===== config.mk =====
export PLATFORM = sky130hd
export DESIGN_NAME = two_wire_status_flags
export DESIGN_NICKNAME = d
export VERILOG_FILES = /design/src/hdl/twi_flags_pkg.sv /design/src/hdl/pin_sync_edge.sv /design/src/hdl/read_clear_flag.sv /design/src/hdl/two_wire_status_flags.sv
export SDC_FILE = /design/constraint.sdc
export NUM_CORES = 1
export LEC_CHECK = 0
export CAP_MARGIN = 20
export CORE_ASPECT_RATIO = 1.5
export CORE_MARGIN = 3
export CORE_UTILIZATION = 64
export DETAILED_ROUTE_END_ITERATION = 16
export DONT_BUFFER_PORTS = 1
export MAX_ROUTING_LAYER = met4
export PLACE_DENSITY = 0.8
export SETUP_SLACK_MARGIN = 0.1
export SLEW_MARGIN = 20
export SYNTH_ARGS = -nofsm -noshare
export SYNTH_HDL_FRONTEND = slang
export SYNTH_SLANG_ARGS = --single-unit

===== constraint.sdc =====
create_clock -name mclk -period 2.4 [get_ports mclk]
set_input_delay 0.12 -clock mclk [delete_from_list [all_inputs] [get_ports mclk]]
set_output_delay 0.12 -clock mclk [all_outputs]
set_load 0.02 [all_outputs]

===== src/hdl/twi_flags_pkg.sv =====
// Shared constants for the two-wire status flag block
package twi_flags_pkg;

  // ****************************************************************
  // Register bus geometry and offsets
  // ****************************************************************
  localparam int unsigned ADDR_W = 8;
  localparam int unsigned DATA_W = 32;
  localparam int unsigned CNT_W  = 16;
  localparam int unsigned EVT_W  = 7;

  localparam logic [7:0] OFS_STATUS    = 8'h00;
  localparam logic [7:0] OFS_EVENT     = 8'h04;
  localparam logic [7:0] OFS_MASK      = 8'h08;
  localparam logic [7:0] OFS_CONTROL   = 8'h0c;
  localparam logic [7:0] OFS_RX_COUNT  = 8'h10;
  localparam logic [7:0] OFS_RX_NEXT   = 8'h14;
  localparam logic [7:0] OFS_TX_COUNT  = 8'h18;
  localparam logic [7:0] OFS_TX_NEXT   = 8'h1c;

  // ****************************************************************
  // Bit positions shared by status, event and mask registers, and the control register bit
  // ****************************************************************
  localparam int unsigned BIT_ARB_LOST = 0;
  localparam int unsigned BIT_TX_COMP  = 1;
  localparam int unsigned BIT_CLK_WAIT = 2;
  localparam int unsigned BIT_END_SLV  = 3;
  localparam int unsigned BIT_END_RX   = 4;
  localparam int unsigned BIT_END_TX   = 5;
  localparam int unsigned BIT_RX_FULL  = 6;

  localparam int unsigned BIT_HALF_DUPLEX = 0;

  // ****************************************************************
  // Reset values and the counter step of one
  // ****************************************************************
  localparam logic [CNT_W-1:0]  CNT_RESET  = 16'h0000;
  localparam logic [CNT_W-1:0]  CNT_ONE    = 16'h0001;
  localparam logic [EVT_W-1:0]  EVT_RESET  = 7'h00;
  localparam logic [DATA_W-1:0] DATA_ZERO  = 32'h0000_0000;

endpackage


===== src/hdl/pin_sync_edge.sv =====
// Two-stage synchroniser for a bus pin with edge detection
module pin_sync_edge (
  input  wire logic mclk,
  input  wire logic srst,
  input  wire logic pin_in,
  output logic      level,
  output logic      rise,
  output logic      fall
);

  logic meta_reg;
  logic sync_reg;
  logic prev_reg;

  // First stage feeds only the second; edges come from later stages
  always_ff @(posedge mclk) begin
    if (srst) begin
      meta_reg <= 1'b1;
      sync_reg <= 1'b1;
      prev_reg <= 1'b1;
    end else begin
      meta_reg <= pin_in;
      sync_reg <= meta_reg;
      prev_reg <= sync_reg;
    end
  end

  assign level = sync_reg;
  assign rise  = sync_reg & ~prev_reg;
  assign fall  = ~sync_reg & prev_reg;

endmodule


===== src/hdl/read_clear_flag.sv =====
// Sticky flag set by hardware and cleared by a read
module read_clear_flag (
  input  wire logic mclk,
  input  wire logic srst,
  input  wire logic set,
  input  wire logic clr,
  output logic      flag
);

  logic flag_reg;

  // Set beats clear so an event in the clearing cycle survives
  always_ff @(posedge mclk) begin
    if (srst) begin
      flag_reg <= 1'b0;
    end else if (set) begin
      flag_reg <= 1'b1;
    end else if (clr) begin
      flag_reg <= 1'b0;
    end
  end

  assign flag = flag_reg;

endmodule


===== src/hdl/two_wire_status_flags.sv =====
// Status flags, DMA counters and interrupt of a two-wire controller
//
// Functional notes
// - Arbitration-lost flag sets in master mode when another master wins; read clears.
// - Transmission-complete sets in the same cycle as arbitration-lost.
// - Clock-wait flag high while slave stretches clock for unready holding buffer.
// - End-of-slave-access sets when slave access ends; read clears.
// - End-of-receive flag sets when receive counter reaches zero; counter writes clear.
// - End-of-transmit flag sets when transmit counter reaches zero; counter writes clear.
// - Receive-full high only while both receive counters are zero.
// - Transmit next counter is a 16-bit read/write field, upper bits read zero.
// - In half-duplex the receive next counter takes the transmit next value.
//
// Added by the designer: the register addresses and strobed register access.
module two_wire_status_flags (
  input  wire logic        mclk,
  input  wire logic        srst,
  input  wire logic [7:0]  addr,
  input  wire logic [31:0] wdata,
  input  wire logic        wr,
  input  wire logic        rd,
  output logic [31:0]      rdata,
  output logic             irq,
  input  wire logic        scl_in,
  output logic             scl_out,
  output logic             scl_oe,
  input  wire logic        sda_in,
  input  wire logic        master_mode,
  input  wire logic        sda_drive_low,
  input  wire logic        xfer_start,
  input  wire logic        xfer_done,
  input  wire logic        slave_access_active,
  input  wire logic        slave_transmit,
  input  wire logic        byte_end,
  input  wire logic        thr_loaded,
  input  wire logic        rhr_loaded,
  input  wire logic        rx_dma_xfer,
  input  wire logic        tx_dma_xfer,
  output logic             clock_wait_state_flag
);

  // ****************************************************************
  // Declarations
  // ****************************************************************
  logic [15:0] receive_counter_reg;
  logic [15:0] receive_next_counter_reg;
  logic [15:0] transmit_counter_reg;
  logic [15:0] transmit_next_counter_reg;
  logic [6:0]  event_reg;
  logic [6:0]  mask_reg;
  logic        half_duplex_reg;
  logic        transmission_complete_flag;
  logic        end_of_receive_buffer_flag;
  logic        end_of_transmit_buffer_flag;
  logic        stretch_reg;
  logic        slave_active_prev_reg;
  logic        rx_full_prev_reg;
  logic [31:0] rdata_reg;
  logic        irq_reg;
  logic        scl_out_reg;
  logic        arbitration_lost_flag;
  logic        end_of_slave_access_flag;
  logic        scl_level;
  logic        scl_rise;
  logic        sda_level;
  logic        status_rd;
  logic        wr_rx_count;
  logic        wr_rx_next;
  logic        wr_tx_count;
  logic        wr_tx_next;
  logic        arb_evt;
  logic        eos_evt;
  logic        end_of_receive_buffer_flag_evt;
  logic        end_of_transmit_buffer_flag_evt;
  logic        receive_buffers_full_flag;
  logic [6:0]  status_bits;
  logic [6:0]  event_set;

  // Register hit test shared by every strobe decode
  function automatic logic hit(input logic strobe, input logic [7:0] a, input logic [7:0] ofs);
    hit = strobe && (a == ofs);
  endfunction

  // Counter reaching zero on this transfer
  function automatic logic last_xfer(input logic xfer, input logic [15:0] cnt);
    last_xfer = xfer && (cnt == twi_flags_pkg::CNT_ONE);
  endfunction

  // ****************************************************************
  // Pin synchronisers
  // ****************************************************************
  pin_sync_edge scl_sync (
    .mclk   (mclk),
    .srst   (srst),
    .pin_in (scl_in),
    .level  (scl_level),
    .rise   (scl_rise),
    .fall   ()
  );

  pin_sync_edge sda_sync (
    .mclk   (mclk),
    .srst   (srst),
    .pin_in (sda_in),
    .level  (sda_level),
    .rise   (),
    .fall   ()
  );

  // ****************************************************************
  // Strobe decode and flag events
  // ****************************************************************
  assign status_rd   = hit(rd, addr, twi_flags_pkg::OFS_STATUS);
  assign wr_rx_count = hit(wr, addr, twi_flags_pkg::OFS_RX_COUNT);
  assign wr_rx_next  = hit(wr, addr, twi_flags_pkg::OFS_RX_NEXT);
  assign wr_tx_count = hit(wr, addr, twi_flags_pkg::OFS_TX_COUNT);
  assign wr_tx_next  = hit(wr, addr, twi_flags_pkg::OFS_TX_NEXT);

  // Released SDA seen low on a rising SCL means another master won
  assign arb_evt   = master_mode && scl_rise && !sda_drive_low && !sda_level;
  assign eos_evt   = !master_mode && slave_active_prev_reg && !slave_access_active;
  assign end_of_receive_buffer_flag_evt = last_xfer(rx_dma_xfer, receive_counter_reg);
  assign end_of_transmit_buffer_flag_evt = last_xfer(tx_dma_xfer, transmit_counter_reg);
  // Level from the live counters, so any nonzero write drops it at once
  assign receive_buffers_full_flag = (receive_counter_reg == twi_flags_pkg::CNT_RESET) &&
                                     (receive_next_counter_reg == twi_flags_pkg::CNT_RESET);

  // Read-cleared flags; set wins over the clearing read
  read_clear_flag arb_flag (
    .mclk (mclk),
    .srst (srst),
    .set  (arb_evt),
    .clr  (status_rd),
    .flag (arbitration_lost_flag)
  );

  read_clear_flag eos_flag (
    .mclk (mclk),
    .srst (srst),
    .set  (eos_evt),
    .clr  (status_rd),
    .flag (end_of_slave_access_flag)
  );

  // Slave access history for the falling-edge detect
  always_ff @(posedge mclk) begin
    if (srst) begin
      slave_active_prev_reg <= 1'b0;
    end else begin
      slave_active_prev_reg <= slave_access_active;
    end
  end

  // Completion is forced by arbitration loss; a new transfer clears it
  always_ff @(posedge mclk) begin
    if (srst) begin
      transmission_complete_flag <= 1'b1;
    end else if (arb_evt || xfer_done) begin
      transmission_complete_flag <= 1'b1;
    end else if (xfer_start) begin
      transmission_complete_flag <= 1'b0;
    end
  end

  // ****************************************************************
  // Slave clock stretching
  // ****************************************************************
  // Hold SCL low after a character until the holding buffer is ready
  always_ff @(posedge mclk) begin
    if (srst) begin
      stretch_reg <= 1'b0;
    end else if (master_mode || !slave_access_active) begin
      stretch_reg <= 1'b0;
    end else if (stretch_reg) begin
      stretch_reg <= slave_transmit ? !thr_loaded : rhr_loaded;
    end else if (byte_end && !scl_level) begin
      stretch_reg <= slave_transmit ? !thr_loaded : rhr_loaded;
    end
  end

  // Open-drain clock: only ever pulls low
  always_ff @(posedge mclk) begin
    if (srst) begin
      scl_out_reg <= 1'b0;
    end else begin
      scl_out_reg <= 1'b0;
    end
  end

  // ****************************************************************
  // Receive DMA counters
  // ****************************************************************
  // Software writes beat hardware; an empty counter reloads from next
  always_ff @(posedge mclk) begin
    if (srst) begin
      receive_counter_reg <= twi_flags_pkg::CNT_RESET;
    end else if (wr_rx_count) begin
      receive_counter_reg <= wdata[15:0];
    end else if (end_of_receive_buffer_flag_evt || receive_counter_reg == twi_flags_pkg::CNT_RESET) begin
      receive_counter_reg <= receive_next_counter_reg;
    end else if (rx_dma_xfer) begin
      receive_counter_reg <= receive_counter_reg - twi_flags_pkg::CNT_ONE;
    end
  end

  // Half-duplex: a transmit next write lands here too
  always_ff @(posedge mclk) begin
    if (srst) begin
      receive_next_counter_reg <= twi_flags_pkg::CNT_RESET;
    end else if (wr_rx_next || (half_duplex_reg && wr_tx_next)) begin
      receive_next_counter_reg <= wdata[15:0];
    end else if (end_of_receive_buffer_flag_evt || receive_counter_reg == twi_flags_pkg::CNT_RESET) begin
      receive_next_counter_reg <= twi_flags_pkg::CNT_RESET;
    end
  end

  // ****************************************************************
  // Transmit DMA counters
  // ****************************************************************
  always_ff @(posedge mclk) begin
    if (srst) begin
      transmit_counter_reg <= twi_flags_pkg::CNT_RESET;
    end else if (wr_tx_count) begin
      transmit_counter_reg <= wdata[15:0];
    end else if (end_of_transmit_buffer_flag_evt || transmit_counter_reg == twi_flags_pkg::CNT_RESET) begin
      transmit_counter_reg <= transmit_next_counter_reg;
    end else if (tx_dma_xfer) begin
      transmit_counter_reg <= transmit_counter_reg - twi_flags_pkg::CNT_ONE;
    end
  end

  // Only the low half of the bus word is kept
  always_ff @(posedge mclk) begin
    if (srst) begin
      transmit_next_counter_reg <= twi_flags_pkg::CNT_RESET;
    end else if (wr_tx_next || (half_duplex_reg && wr_rx_next)) begin
      transmit_next_counter_reg <= wdata[15:0];
    end else if (end_of_transmit_buffer_flag_evt || transmit_counter_reg == twi_flags_pkg::CNT_RESET) begin
      transmit_next_counter_reg <= twi_flags_pkg::CNT_RESET;
    end
  end

  // ****************************************************************
  // End-of-buffer flags
  // ****************************************************************
  // Reaching zero wins over a coinciding counter write
  always_ff @(posedge mclk) begin
    if (srst) begin
      end_of_receive_buffer_flag <= 1'b0;
    end else if (end_of_receive_buffer_flag_evt) begin
      end_of_receive_buffer_flag <= 1'b1;
    end else if (wr_rx_count || wr_rx_next) begin
      end_of_receive_buffer_flag <= 1'b0;
    end
  end

  always_ff @(posedge mclk) begin
    if (srst) begin
      end_of_transmit_buffer_flag <= 1'b0;
    end else if (end_of_transmit_buffer_flag_evt) begin
      end_of_transmit_buffer_flag <= 1'b1;
    end else if (wr_tx_count || wr_tx_next) begin
      end_of_transmit_buffer_flag <= 1'b0;
    end
  end

  // ****************************************************************
  // Interrupt events, mask and control
  // ****************************************************************
  always_comb begin
    status_bits = twi_flags_pkg::EVT_RESET;
    status_bits[twi_flags_pkg::BIT_ARB_LOST] = arbitration_lost_flag;
    status_bits[twi_flags_pkg::BIT_TX_COMP]  = transmission_complete_flag;
    status_bits[twi_flags_pkg::BIT_CLK_WAIT] = stretch_reg;
    status_bits[twi_flags_pkg::BIT_END_SLV]  = end_of_slave_access_flag;
    status_bits[twi_flags_pkg::BIT_END_RX]   = end_of_receive_buffer_flag;
    status_bits[twi_flags_pkg::BIT_END_TX]   = end_of_transmit_buffer_flag;
    status_bits[twi_flags_pkg::BIT_RX_FULL]  = receive_buffers_full_flag;
  end

  // Each event pulses once; level flags give their rising edge
  always_comb begin
    event_set = twi_flags_pkg::EVT_RESET;
    event_set[twi_flags_pkg::BIT_ARB_LOST] = arb_evt;
    event_set[twi_flags_pkg::BIT_TX_COMP]  = (arb_evt || xfer_done) && !transmission_complete_flag;
    event_set[twi_flags_pkg::BIT_CLK_WAIT] = !stretch_reg && !master_mode && slave_access_active &&
                                             byte_end && !scl_level &&
                                             (slave_transmit ? !thr_loaded : rhr_loaded);
    event_set[twi_flags_pkg::BIT_END_SLV]  = eos_evt;
    event_set[twi_flags_pkg::BIT_END_RX]   = end_of_receive_buffer_flag_evt;
    event_set[twi_flags_pkg::BIT_END_TX]   = end_of_transmit_buffer_flag_evt;
    event_set[twi_flags_pkg::BIT_RX_FULL]  = receive_buffers_full_flag && !rx_full_prev_reg;
  end

  always_ff @(posedge mclk) begin
    if (srst) begin
      rx_full_prev_reg <= 1'b1;
    end else begin
      rx_full_prev_reg <= receive_buffers_full_flag;
    end
  end

  // Write one to clear; a new event in the same cycle stays
  always_ff @(posedge mclk) begin
    if (srst) begin
      event_reg <= twi_flags_pkg::EVT_RESET;
    end else if (hit(wr, addr, twi_flags_pkg::OFS_EVENT)) begin
      event_reg <= (event_reg & ~wdata[6:0]) | event_set;
    end else begin
      event_reg <= event_reg | event_set;
    end
  end

  always_ff @(posedge mclk) begin
    if (srst) begin
      mask_reg <= twi_flags_pkg::EVT_RESET;
    end else if (hit(wr, addr, twi_flags_pkg::OFS_MASK)) begin
      mask_reg <= wdata[6:0];
    end
  end

  always_ff @(posedge mclk) begin
    if (srst) begin
      half_duplex_reg <= 1'b0;
    end else if (hit(wr, addr, twi_flags_pkg::OFS_CONTROL)) begin
      half_duplex_reg <= wdata[twi_flags_pkg::BIT_HALF_DUPLEX];
    end
  end

  // Registered so the output never glitches on a flag update
  always_ff @(posedge mclk) begin
    if (srst) begin
      irq_reg <= 1'b0;
    end else begin
      irq_reg <= |(event_reg & mask_reg);
    end
  end

  // ****************************************************************
  // Read data, one cycle after the strobe
  // ****************************************************************
  always_ff @(posedge mclk) begin
    if (srst) begin
      rdata_reg <= twi_flags_pkg::DATA_ZERO;
    end else if (rd) begin
      case (addr)
        twi_flags_pkg::OFS_STATUS:   rdata_reg <= {25'h0000000, status_bits};
        twi_flags_pkg::OFS_EVENT:    rdata_reg <= {25'h0000000, event_reg};
        twi_flags_pkg::OFS_MASK:     rdata_reg <= {25'h0000000, mask_reg};
        twi_flags_pkg::OFS_CONTROL:  rdata_reg <= {31'h00000000, half_duplex_reg};
        twi_flags_pkg::OFS_RX_COUNT: rdata_reg <= {16'h0000, receive_counter_reg};
        twi_flags_pkg::OFS_RX_NEXT:  rdata_reg <= {16'h0000, receive_next_counter_reg};
        twi_flags_pkg::OFS_TX_COUNT: rdata_reg <= {16'h0000, transmit_counter_reg};
        twi_flags_pkg::OFS_TX_NEXT:  rdata_reg <= {16'h0000, transmit_next_counter_reg};
        default:                     rdata_reg <= twi_flags_pkg::DATA_ZERO;
      endcase
    end else begin
      rdata_reg <= twi_flags_pkg::DATA_ZERO;
    end
  end

  assign rdata                 = rdata_reg;
  assign irq                   = irq_reg;
  assign scl_out               = scl_out_reg;
  assign scl_oe                = stretch_reg;
  assign clock_wait_state_flag = stretch_reg;

  // ****************************************************************
  // Assertions
  // ****************************************************************
  arb_master_only_a: assert property (@(posedge mclk) disable iff (srst)
    arb_evt |=> arbitration_lost_flag && $past(master_mode))
    else $error("arbitration loss flagged outside master mode");

  arb_sets_comp_a: assert property (@(posedge mclk) disable iff (srst)
    arb_evt |=> transmission_complete_flag && arbitration_lost_flag)
    else $error("arbitration loss without completion");

  stretch_cause_a: assert property (@(posedge mclk) disable iff (srst)
    $rose(stretch_reg) |-> $past(byte_end && slave_access_active && !master_mode))
    else $error("clock stretched without a character boundary");

  slave_end_a: assert property (@(posedge mclk) disable iff (srst)
    (!master_mode && $fell(slave_access_active)) |=> end_of_slave_access_flag)
    else $error("end of slave access not flagged");

  rx_end_a: assert property (@(posedge mclk) disable iff (srst)
    (rx_dma_xfer && receive_counter_reg == 16'h0001) |=> end_of_receive_buffer_flag)
    else $error("receive end flag missing");

  tx_end_clear_a: assert property (@(posedge mclk) disable iff (srst)
    ((wr_tx_count || wr_tx_next) && !end_of_transmit_buffer_flag_evt) |=> !end_of_transmit_buffer_flag)
    else $error("transmit end flag not cleared by counter write");

  rx_full_read_a: assert property (@(posedge mclk) disable iff (srst)
    status_rd |=> rdata[6] == $past(receive_counter_reg == 16'h0000 && receive_next_counter_reg == 16'h0000))
    else $error("receive full flag wrong");

  tx_next_rw_a: assert property (@(posedge mclk) disable iff (srst)
    (wr_tx_next && !tx_dma_xfer && transmit_counter_reg > 16'h0001) ##1 !wr ##1 (rd && addr == 8'h1c)
    |=> rdata == {16'h0000, $past(wdata[15:0], 3)})
    else $error("transmit next counter readback wrong");

  half_duplex_a: assert property (@(posedge mclk) disable iff (srst)
    (half_duplex_reg && wr_tx_next) |=> receive_next_counter_reg == transmit_next_counter_reg)
    else $error("half-duplex next counters differ");

  set_wins_a: assert property (@(posedge mclk) disable iff (srst)
    (eos_evt && status_rd) |=> end_of_slave_access_flag)
    else $error("flag event lost to clearing read");

endmodule


==> run summary <==
The master of the slowest instance on the critical path is sky130_fd_sc_hd__nor4_1. The floorplan die area is 0.009961 sq mm. Prior to clock tree synthesis, the placed netlist has a worst setup slack of 0.1714 ns. Setup repair after global routing could not meet its margin everywhere. The family of cells with the greatest summed delay on the critical path is simple AND/OR/NAND/NOR gates. Counting flops and latches in the post-synthesis netlist gives 109. The static leakage power came out at 2.321 nW.

The DRC violation count after routing is 0. The power per cell area is 982.6 mW/mm^2. The total half-perimeter wirelength after legalization and detailed placement came out at 12.42 mm.

In this run the tool buffered the top-level ports with 0 buffer cells. The transition time at the pin with the least slew margin came out at 0.7062 ns. The width of the die is 82.50 um. Walking the worst path, the cells encountered are nor4_1, nand4_1, nor2_1, buf_4, nor2_1, o32ai_1. The via count of the first global-routing pass is ~5500. The routed via count came out at 5648. The setup slack of the critical path after layout is 0.2787 ns. In the synthesized netlist the dominant register cell turns out to be sky130_fd_sc_hd__dfxtp_1. The depth of the critical timing path with buffers and inverters included came out at 6. The initial standard-cell utilization of the core came out at 0.6637. The number of enable flip-flop cells after synthesis came out at 0. The count of clock tree sinks came out at between 100 and 150. The path type of the worst setup path is flop to flop. Setup violations remaining at the end of the flow were counted as 0. The peak fanout along the critical path came out at 10.

After floorplanning, the core was sized to cover 0.008464 sq mm. The remaining global-route overflow is 0. The share of the clock period used by the worst path came out at 0.8839.

The async set or reset register ratio after synthesis is 0. The worst pin sits at a relative slew slack of 0.5279. The H-tree was split into 3 levels. The number of antenna violations at the first check in global routing came out at 0. The net count of the finished layout is 752. The share of the yosys chip area belonging to registers is 0.3884. The run finished with clean final reports. The accumulated negative setup slack is 0 ns. The floorplan step set the die height to 120.7 um. In this run the mean area of a mapped cell was 8.435 sq um. The clock latency on the worst-skew pair is ~0.35 ns. The number of max-slew violations in the final report came out at 0. The data required time of the worst path is approximately 2.7 ns. The startpoint of the worst hold path is rx_dma_xfer.

Across every metal layer, demand over resource in global routing totals 0.3896. The average routed wire per standard cell is 23.16 um. The area share of the largest cell type after synthesis came out at 0.3884. The weighted congestion reported at the end of routability-driven placement is roughly 1.

Data arrives at the worst endpoint at 2.38 ns. The cell type with the highest aggregate area in the netlist is sky130_fd_sc_hd__dfxtp_1. STA classifies the critical path startpoint as a flop.

In the final layout, the share of cells above drive strength 1 is 0.1065. The setup fix buffers added after clock tree synthesis came out at 0. On the worst path, the slowest cell contributes a delay of 0.61 ns. Yosys attributes the largest share of cell area to sky130_fd_sc_hd__dfxtp_1 (39%), sky130_fd_sc_hd__a22oi_1 (6.7%), sky130_fd_sc_hd__nor2_1 (6.1%), sky130_fd_sc_hd__a21oi_1 (3.4%), sky130_fd_sc_hd__nand2_1 (3.3%). The largest vdd supply drop came out at about 580 uV.

Clock tree synthesis selected as its root buffer the cell sky130_fd_sc_hd__clkbuf_16. The min-delay analysis places its worst path in the category input pin to flop. The post-synthesis cell area came out at 0.005618 sq mm. The most common cell in the synthesized netlist is sky130_fd_sc_hd__dfxtp_1. The post-synthesis to final-layout area growth is 12.18%. The sum of buffers and inverters on the critical path came out at 1.

In this run the critical register-to-register path is launched from transmit_counter_reg[10]. The first-pass detailed-route iteration total came out at 5. The sum of routed wire length over all layers is between 15 and 20 mm. The worst-case clock buffer depth is 2.

Derived from the worst setup path, the maximum achievable clock frequency is 471.4 MHz. The number of standard-cell rows in the floorplan came out at 41. The number of DRC markers in iteration 0 came out at 703. The number of distinct library cells after synthesis came out at 59.

The first global-routing pass estimated 28.63 mm of wire. The post-CTS clock slew at the launch and capture registers of the worst setup and hold paths came out at 0.08 ns. The number of violations of the max-capacitance limit came out at 0. The count of antenna-violating nets left after detailed routing is 0. In this run the worst setup path terminates at transmit_counter_reg[10]. STA classifies the critical path endpoint as a flop. The pin count of the biggest net entering global routing is 68.

The TritonCTS clock tree is yes. Synthesis handed over a netlist of approximately 670 instances. The endpoint of the lowest-slack register-to-register path is transmit_counter_reg[10].

The number of synthesis warnings came out at 0. The total count of hold-check failures in the final report came out at 0. The final period demand of the worst path came out at between 2 and 2.5 ns. The repair_antennas step left the layout with diodes totalling 0.

The depth of the worst register-to-register path came out at 6. By instance count, the cell type seen most on the critical path is sky130_fd_sc_hd__nor2_1. The largest clock skew in the final design came out at 0.006853 ns. The number of clock buffers inserted by TritonCTS is 9. In this run the worst setup path begins at transmit_counter_reg[10]. 93 I/O pins were placed. Using the TritonRoute via totals, the vias-per-cell ratio works out to 7.042. The internal reg-to-reg setup slack is 0.28 ns. The commonest cells after synthesis are sky130_fd_sc_hd__dfxtp_1 (109), sky130_fd_sc_hd__nor2_1 (92), sky130_fd_sc_hd__a22oi_1 (50), sky130_fd_sc_hd__nand2_1 (49), sky130_fd_sc_hd__a21oi_1 (38).
## power by group
part	internal (mW)	switching [mW]
combinational	1.02	1.36
sequential	2.02	0.348
clock	0.726	0.715
## worst register-to-register path, cell delays in order, from the launching register on
cell and delay [ns]:
sky130_fd_sc_hd__dfxtp_1 0.39, sky130_fd_sc_hd__nor4_1 0.62, sky130_fd_sc_hd__nand4_1 0.30, sky130_fd_sc_hd__nor2_1 0.21, sky130_fd_sc_hd__buf_4 0.19, sky130_fd_sc_hd__nor2_1 0.06, sky130_fd_sc_hd__o32ai_1 0.26
## repair_timing
action	4_1_cts	5_1_grt
hold endpoints to repair	84	0
setup endpoints to repair	0	28
resized for setup	0	3
hold buffers	30	0
## layout make-up
cell class | count | area [sq um]
multi-input cells | 497 | 3119
flip-flops and latches | 109 | 2182
fillers | 652 | 2162
repair buffers | 58 | 528.0
clock buffers | 10 | 229.0
well taps | 107 | 133.9
inverters | 15 | 56.30
clock inverters | 6 | 53.80
## cell families (layout without fill, tap and decap cells)
family | count (synthesis) | in the layout | share of synthesized area
other cells | 1 | 17 | 0.0006675
mux | 22 | 22 | 0.04009
simple gates | 255 | 255 | 0.2267
fa+ha+maj | 5 | 5 | 0.01114
compound gates | 172 | 172 | 0.2238
buf+inv | 76 | 89 | 0.06860
xor+xnor | 26 | 26 | 0.04053
flops | 109 | 109 | 0.3884
## placed cells by master, fill, tap and decap left out, types with 4 or more instances in the layout
cell,count
sky130_fd_sc_hd__nand3_1,14
sky130_fd_sc_hd__buf_4,28
sky130_fd_sc_hd__o41ai_1,5
sky130_fd_sc_hd__mux2i_1,18
sky130_fd_sc_hd__o22ai_1,7
sky130_fd_sc_hd__or2_2,7
sky130_fd_sc_hd__a22oi_1,50
sky130_fd_sc_hd__clkbuf_16,9
sky130_fd_sc_hd__o2111ai_1,5
sky130_fd_sc_hd__xor2_1,8
sky130_fd_sc_hd__o31ai_1,8
sky130_fd_sc_hd__mux2_2,4
sky130_fd_sc_hd__nand4_1,15
sky130_fd_sc_hd__xnor2_1,18
sky130_fd_sc_hd__nor3_1,22
sky130_fd_sc_hd__conb_1,17
sky130_fd_sc_hd__nand2b_1,6
sky130_fd_sc_hd__ha_1,4
sky130_fd_sc_hd__a41oi_1,4
sky130_fd_sc_hd__a21oi_1,38
sky130_fd_sc_hd__dlygate4sd3_1,29
sky130_fd_sc_hd__nor2_1,92
sky130_fd_sc_hd__inv_1,15
sky130_fd_sc_hd__nor4_1,18
sky130_fd_sc_hd__nand2_1,49
sky130_fd_sc_hd__o21ai_0,12
sky130_fd_sc_hd__o32ai_1,6
sky130_fd_sc_hd__nor2b_1,8
sky130_fd_sc_hd__dfxtp_1,109
sky130_fd_sc_hd__a22oi_2,10
## how the worst min path moves through the flow
stage	end	slack [ns]	cells past startpoint
after floorplan	slave_active_prev_reg	0.20	1
after global placement	arb_flag.flag	0.20	1
after detailed placement	event_reg[4]	0.20	1
after CTS	transmit_counter_reg[9]	0.004	2
after global routing	receive_counter_reg[1]	0.004	2
final	receive_counter_reg[1]	0.008	2
## metal layers
layer	share of wire	track usage	wire length, um	up-vias
met3	0.086	0.07675	1602	106
li1	-	-	-	2465
met1	0.35	0.4228	6432	2667
met2	0.49	0.6265	9160	410
met5	0	-	0	-
met4	0.074	0.2648	1381	0
## per-stage QoR
| step | instance area (sq um) | utilization | power (mW) | hold slack (ns) | std cells |
|---|---|---|---|---|---|
| 2_1_floorplan | 5678 | - | 4.010 | 0.2037 | 682 |
| 3_3_place_gp | 5693 | 0.6726 | 4.525 | 0.1972 | 756 |
| 3_5_place_dp | 5693 | 0.6726 | 4.618 | 0.1974 | 756 |
| 4_1_cts | 6294 | 0.7435 | 6.120 | 0.003954 | 802 |
| 5_1_grt | 6302 | 0.7446 | 6.517 | 0.004165 | 802 |
| 6_report | 6302 | 0.7446 | 6.192 | 0.008467 | 802 |
Note: power is estimated with default switching activity, not from simulation.
